File: src/include/vbc_pkg.sv
// Constants shared by the video buffer control register bank
package vbc_pkg;
  // Control port geometry
  localparam int ADDR_W = 7;
  localparam int DATA_W = 9;

  // Register addresses
  localparam logic [6:0] SOFT_RESET_ADDR = 7'h00;
  localparam logic [6:0] PWR3_ADDR = 7'h03;
  localparam logic [6:0] VCTL_ADDR = 7'h28;

  // Register widths and reset values
  localparam int PWR3_W = 8;
  localparam int VCTL_W = 5;
  localparam logic [7:0] PWR3_RST = 8'h00;
  localparam logic [4:0] VCTL_RST = 5'h00;

  // Field positions in power_control_three
  localparam int PWR3_VIDEO_PATH_ON = 4;

  // Field positions in video_output_control
  localparam int VCTL_FILTER_PEAKING_RAISE = 4;
  localparam int VCTL_VIDEO_AMP_BOOST = 3;
  localparam int VCTL_OUTPUT_FLOOR_REMOVE = 2;
  localparam int VCTL_INPUT_SINK_ON = 1;
  localparam int VCTL_SYNC_TIP_CLAMP_ON = 0;

  // Read data for an unmapped address
  localparam logic [8:0] RDATA_NONE = 9'h000;
endpackage
File: src/design/vbc_read_port.sv
// Registered read-data path of the video buffer control register bank
`timescale 1ns/1ps
module vbc_read_port #(
  parameter int DATA_W = vbc_pkg::DATA_W
) (
  input wire logic clk_in,
  input wire logic sys_rst_in,
  input wire logic rd_in,
  input wire logic hit_pwr3_in,
  input wire logic hit_vctl_in,
  input wire logic [vbc_pkg::PWR3_W-1:0] pwr3_in,
  input wire logic [vbc_pkg::VCTL_W-1:0] vctl_in,
  output logic [DATA_W-1:0] rdata_out,
  output logic rvalid_out
);

  typedef struct packed {
    logic [DATA_W-1:0] rdata;
    logic rvalid;
  } vbc_rp_state_type;

  vbc_rp_state_type state_ff;
  vbc_rp_state_type nxt_state;

  ////////////////////////////////////////////////////////////////////////////
  always_comb begin
    nxt_state = state_ff;
    nxt_state.rvalid = rd_in;
    if (rd_in) begin
      // Narrow registers sit in the low bits, upper bits read as zero
      if (hit_pwr3_in) begin
        nxt_state.rdata = DATA_W'(pwr3_in);
      end else if (hit_vctl_in) begin
        nxt_state.rdata = DATA_W'(vctl_in);
      end else begin
        nxt_state.rdata = DATA_W'(vbc_pkg::RDATA_NONE);
      end
    end
  end

  always_ff @(posedge clk_in) begin
    if (sys_rst_in) begin
      state_ff <= '0;
    end else begin
      state_ff <= nxt_state;
    end
  end

  assign rdata_out = state_ff.rdata;
  assign rvalid_out = state_ff.rvalid;

endmodule

File: src/design/vbc_video_buffer_control.sv
// Register bank and control outputs of the integrated video output buffer
//
// Contract
// Power control three bit 4 enables the video buffer; resets to 0.
// Video control bit 3 selects gain: 0 gives 0dB, 1 gives +6dB.
// Video control bit 4 raises input low-pass filter Q; resets off.
// Video control bit 2 at 1 removes the 40mV output floor.
// Video control bit 1 enables high-impedance input pull-down; resets to 0.
// Video control bit 0 enables the sync-tip input clamp; resets to 0.
// Host sets the clamp whenever the video input is AC coupled.
// AC order: reset, impedance, bias, gain, Q, clamp, pull-down, enable.
// Host waits 1.5 seconds after enable, then clears the pull-down.
// DC order: same through Q boost, skip clamp and pull-down, enable last.
// Host programs reference impedance select: code 10 slowest, 11 fastest.
// Every single-bit enable is active high: 1 on, 0 off.
`timescale 1ns/1ps
module vbc_video_buffer_control #(
  parameter int ADDR_W = vbc_pkg::ADDR_W,
  parameter int DATA_W = vbc_pkg::DATA_W
) (
  input wire logic clk_in,
  input wire logic sys_rst_in,
  input wire logic reg_wr_in,
  input wire logic reg_rd_in,
  input wire logic [ADDR_W-1:0] reg_addr_in,
  input wire logic [DATA_W-1:0] reg_wdata_in,
  output logic [DATA_W-1:0] reg_rdata_out,
  output logic reg_rvalid_out,
  output logic reg_err_out,
  output logic [vbc_pkg::PWR3_W-1:0] power_control_three_out,
  output logic video_path_on_out,
  output logic video_amp_boost_out,
  output logic filter_peaking_raise_out,
  output logic output_floor_remove_out,
  output logic input_sink_on_out,
  output logic sync_tip_clamp_on_out
);

  typedef struct packed {
    logic [vbc_pkg::PWR3_W-1:0] pwr3;
    logic [vbc_pkg::VCTL_W-1:0] vctl;
    logic err;
  } vbc_state_type;

  vbc_state_type state_ff;
  vbc_state_type nxt_state;

  logic hit_pwr3;
  logic hit_vctl;
  logic hit_soft_reset;
  logic unmapped;

  ////////////////////////////////////////////////////////////////////////////
  // Address decode

  assign hit_pwr3 = (reg_addr_in == ADDR_W'(vbc_pkg::PWR3_ADDR));
  assign hit_vctl = (reg_addr_in == ADDR_W'(vbc_pkg::VCTL_ADDR));
  assign hit_soft_reset = (reg_addr_in == ADDR_W'(vbc_pkg::SOFT_RESET_ADDR));
  assign unmapped = !hit_pwr3 && !hit_vctl && !hit_soft_reset;

  ////////////////////////////////////////////////////////////////////////////
  // Register update

  always_comb begin
    nxt_state = state_ff;
    // Error flag is a one-cycle pulse for any access to an unmapped address
    nxt_state.err = (reg_wr_in || reg_rd_in) && unmapped;
    if (reg_wr_in) begin
      if (hit_soft_reset) begin
        // Any write to the reset address returns every field to default
        nxt_state.pwr3 = vbc_pkg::PWR3_RST;
        nxt_state.vctl = vbc_pkg::VCTL_RST;
      end else if (hit_pwr3) begin
        nxt_state.pwr3 = reg_wdata_in[vbc_pkg::PWR3_W-1:0];
      end else if (hit_vctl) begin
        // Bits above the five fields are dropped, they read back as zero
        nxt_state.vctl = reg_wdata_in[vbc_pkg::VCTL_W-1:0];
      end
    end
  end

  always_ff @(posedge clk_in) begin
    if (sys_rst_in) begin
      state_ff.pwr3 <= vbc_pkg::PWR3_RST;
      state_ff.vctl <= vbc_pkg::VCTL_RST;
      state_ff.err <= 1'b0;
    end else begin
      state_ff <= nxt_state;
    end
  end

  ////////////////////////////////////////////////////////////////////////////
  // Read path: a read in the same cycle as a write returns the old value

  vbc_read_port #(
    .DATA_W(DATA_W)
  ) u_read_port (
    .clk_in(clk_in),
    .sys_rst_in(sys_rst_in),
    .rd_in(reg_rd_in),
    .hit_pwr3_in(hit_pwr3),
    .hit_vctl_in(hit_vctl),
    .pwr3_in(state_ff.pwr3),
    .vctl_in(state_ff.vctl),
    .rdata_out(reg_rdata_out),
    .rvalid_out(reg_rvalid_out)
  );

  ////////////////////////////////////////////////////////////////////////////
  // Control outputs, all active high straight from the register bits

  assign reg_err_out = state_ff.err;
  assign power_control_three_out = state_ff.pwr3;
  assign video_path_on_out = state_ff.pwr3[vbc_pkg::PWR3_VIDEO_PATH_ON];
  assign video_amp_boost_out = state_ff.vctl[vbc_pkg::VCTL_VIDEO_AMP_BOOST];
  assign filter_peaking_raise_out = state_ff.vctl[vbc_pkg::VCTL_FILTER_PEAKING_RAISE];
  // Driving fully to ground is allowed but clips sync tips on some receivers
  assign output_floor_remove_out = state_ff.vctl[vbc_pkg::VCTL_OUTPUT_FLOOR_REMOVE];
  // Pull-down and clamp are not gated by the buffer enable, so the host may
  // arm them before switching the buffer on
  assign input_sink_on_out = state_ff.vctl[vbc_pkg::VCTL_INPUT_SINK_ON];
  assign sync_tip_clamp_on_out = state_ff.vctl[vbc_pkg::VCTL_SYNC_TIP_CLAMP_ON];

endmodule

File: config.mk
export PLATFORM = sky130hd
export DESIGN_NAME = vbc_video_buffer_control
export DESIGN_NICKNAME = d
export VERILOG_FILES = /design/src/include/vbc_pkg.sv /design/src/design/vbc_read_port.sv /design/src/design/vbc_video_buffer_control.sv
export SDC_FILE = /design/constraint.sdc
export NUM_CORES = 1
export LEC_CHECK = 0
export BUFFER_PORTS_ARGS = -buffer_cell sky130_fd_sc_hd__buf_2
export CAP_MARGIN = 20
export CORE_MARGIN = 2
export CORE_UTILIZATION = 34
export CTS_CLUSTER_DIAMETER = 60
export DETAILED_ROUTE_END_ITERATION = 12
export GPL_ROUTABILITY_DRIVEN = 0
export GPL_TIMING_DRIVEN = 0
export PLACE_DENSITY = 0.63
export REMOVE_ABC_BUFFERS = 1
export SYNTH_ARGS = -nofsm -noshare
export SYNTH_HDL_FRONTEND = slang
export SYNTH_SLANG_ARGS = --single-unit
File: constraint.sdc
create_clock -name clk_in -period 2.9 [get_ports clk_in]
set_input_delay 0.145 -clock clk_in [delete_from_list [all_inputs] [get_ports clk_in]]
set_output_delay 0.145 -clock clk_in [all_outputs]
set_load 0.02 [all_outputs]
==> impl_metrics.ini <==
[floorplan]
floorplan.initialDensity = 0.356
floorplan.die.height_um = 57.5
fp.dieW_um = 57.5
row_count = 19
io_pins = 45
fp.coreArea_mm2 = 0.00273
die-area_mm2 = 0.00331

[routing]
routed_via_density = 5.35
num_vias = 845
first_iter_violations = 8
detail_route.wl_per_cell_um = 14.3
drc = 0
finalWirelength_mm = 2.26
firstDrtPassIters = 4
final_antenna_net_count = 0

[synth]
netlist-cell-type-count = 23
synth_area_um2 = 973
netlist_instances = 89
post_synth.cell_area_avg_um2 = 10.9
yosys_register_bits = 23
synthesis.yosys.warnings = 0
synth.yosys.seq_area_share = 0.473

[clock_tree]
ctsResizeCount = 0
cts.repair_timing.setup_buffer_count = 0
clk_pin_slew_worst_paths_ns = 0.12
numClockSinks = 23
cts_root_buf = clkbuf_4
numCtsBuffers = 3
clock_path_buffers = 2
cts_htree_levels = 1
hold_buffers = 0
tritoncts = yes
clk_latency_ns = 0.32

[cells_and_area]
stdcell_count = 158
final_nets = 148
drive_above_1_share = 0.417
syn2layout_area_growth_pct = 22.0
insertedDiodeCount = 0
layout.cell_area.non_filler_mm2 = 0.00119

[placement]
dp_hpwl_mm = 1.68
placedCellCount = 154
pre_cts_ws_ns = 1.19
placed_cell_area_mm2 = 0.00116
port_buffers = 42

[pwr]
power.clock.fraction = 0.279
vdd_ir_drop_max_v = 0.000226
power.combinational.fraction = 0.117
sequentialPowerShare = 0.604
power.leakage_uw = 0.000527
power_density_mw_per_mm2 = 451
switchingPower_uw = 137
internal_power_uw = 399
switch_share = 0.256

[global_route]
antenna_found_initial = 0
grt_use_total = 0.143
gr-total-overflow = 0
grt_first_pass_wirelength_mm = 3.62
maximum_number_of_pins_on_one_net_before_global_route_repair = 19
first_global_vias = 804

[hold_path]
hold_path_class = in2reg
hold_start = reg_wdata_in[6]

[sta]
time_the_worst_path_needs_with_i_o_delays_and_setup_ns = 1.34
fin_worst_hold_slack_ns = 0.0380
unrepaired_setup_endpoints_after_global_routing = no
timing_max_transition_violations_final = 0
finalHoldViolations = 0
finalCritPeriodShare = 0.461
slew_headroom = 0.568
setup_total_neg_slack_ns = 0
post-route-worst-setup-slack_ns = 1.56
finClkSkew_ns = 0.00568
worst_pin_slew_ns = 0.646
report.final.setup_viol = 0
maxClockFrequency_mhz = 747

[critical_path]
crit-reg2reg-launch = power_control_three_out[4]
startpoint_type_of_the_worst_setup_path = input pin
critical_path.slowest_cell = nor3_4
critPathMaxFanout = 18
type_of_the_setup_path_with_the_least_slack = in2reg
critical_path.startpoint = reg_addr_in[4]
critPathRequiredTime_ns = 3.12
critPathCaptureType = register
timing.critical_path.cells = buf_2, nor3_4, a41oi_2, a22o_1
cp.arrival_ns = 1.56
critPathMaxStageDelay_ns = 0.56

[outcome]
outcome = completed

[flow_run]
cap_violations = 0
kinds of logic (layout without fill, tap and decap cells):
family / Yosys count / in the layout / share of synthesized area
DFF: 23 / 23 / 0.473
xor gates and xnor gates: 2 / 2 / 0.0180
buffers and inverters: 8 / 46 / 0.0630
AOI/OAI and AO/OA: 25 / 25 / 0.252
other: 1 / 1 / 0.00385
and+or+nand+nor: 30 / 30 / 0.190
metrics by stage:
stage / utilization / power (uW)
floorplan: - / 360
global placement: 0.425 / 392
detailed placement: 0.425 / 394
CTS: 0.434 / 537
global route: 0.434 / 556
finish: 0.434 / 536
area by class of cell:
cell class	instances	area [um^2]
clock buffer	4	26.3
timing repair buffer	42	210
multi-input combinational	58	452
tap	31	38.8
fill	275	1550
sequential	23	460
cell usage in the layout (no fill, tap or decap), types with 2 or more instances in the layout:
master | Yosys | final
a22o_1 | 13 | 13
clkbuf_4 | 0 | 3
and4b_1 | 2 | 2
nor2_1 | 8 | 8
xnor2_1 | 2 | 2
nand4_1 | 3 | 3
nand2b_1 | 3 | 3
a21oi_1 | 3 | 3
nand3_1 | 10 | 10
buf_2 | 1 | 42
a311oi_2 | 4 | 4
dfxtp_1 | 23 | 23
a41oi_2 | 2 | 2
cells in the mapped netlist:
library cell  count  share of area
conb_1            1         0.0039
buf_6             3          0.035
dfxtp_1          23           0.47
and4bb_1          1          0.013
clkbuf_1          2         0.0077
a41oi_2           2          0.033
a211oi_1          1         0.0077
a22o_1           13           0.12
nand3_1          10          0.051
nor2_1            8          0.031
and4b_1           2          0.021
nand2b_1          3          0.019
nor2b_1           1         0.0064
a21oi_1           3          0.015
buf_4             2          0.015
and4bb_2          1          0.013
a311oi_2          4          0.062
buf_2             1         0.0051
a311oi_1          1         0.0090
a21o_1            1         0.0077
xnor2_1           2          0.018
nand4_1           3          0.019
nor3_4            1          0.017
power by group through the flow:
stage,Clock (uW),Combinational [uW],Sequential (uW)
after detailed placement,0,63.4,331
after CTS,150,63.5,324
after global routing,163,68.4,324
after global placement,0,61.7,331
final,149,62.8,324
after floorplan,0,22.7,338
metal layers:
layer	global-route usage	up-vias	share of wire
met4	0.0797	0	0.024
met1	0.162	400	0.43
met2	0.248	24	0.49
met5	0	-	0
met3	0.0272	5	0.049
li1	-	416	-
critical path, delay by kind of cell:
| kind | cells | cell delay [ns] |
|---|---|---|
| and+or+nand+nor | 1 | 0.56 |
| AOI/OAI and AO/OA | 2 | 0.73 |
| buffers and inverters | 1 | 0.11 |
sequential cells by signal (all words and copies together), names as in the netlist:
| name | flops |
|---|---|
| filter_peaking_raise_out | 1 |
| input_sink_on_out | 1 |
| output_floor_remove_out | 1 |
| power_control_three_out | 8 |
| reg_err_out | 1 |
| sync_tip_clamp_on_out | 1 |
| u_read_port.rdata_out | 8 |
| u_read_port.rvalid_out | 1 |
| video_amp_boost_out | 1 |
final timing paths:
kind	to	slack (ns)	depth (start not counted)
setup / recovery	power_control_three_out[5]	1.56	4
hold / removal	power_control_three_out[6]	0.04	2
setup reg to reg	u_read_port.rdata_out[4]	2.05	2
hold reg to reg	u_read_port.rdata_out[5]	0.47	2
No activity file was read; power rests on OpenSTA's default activity.
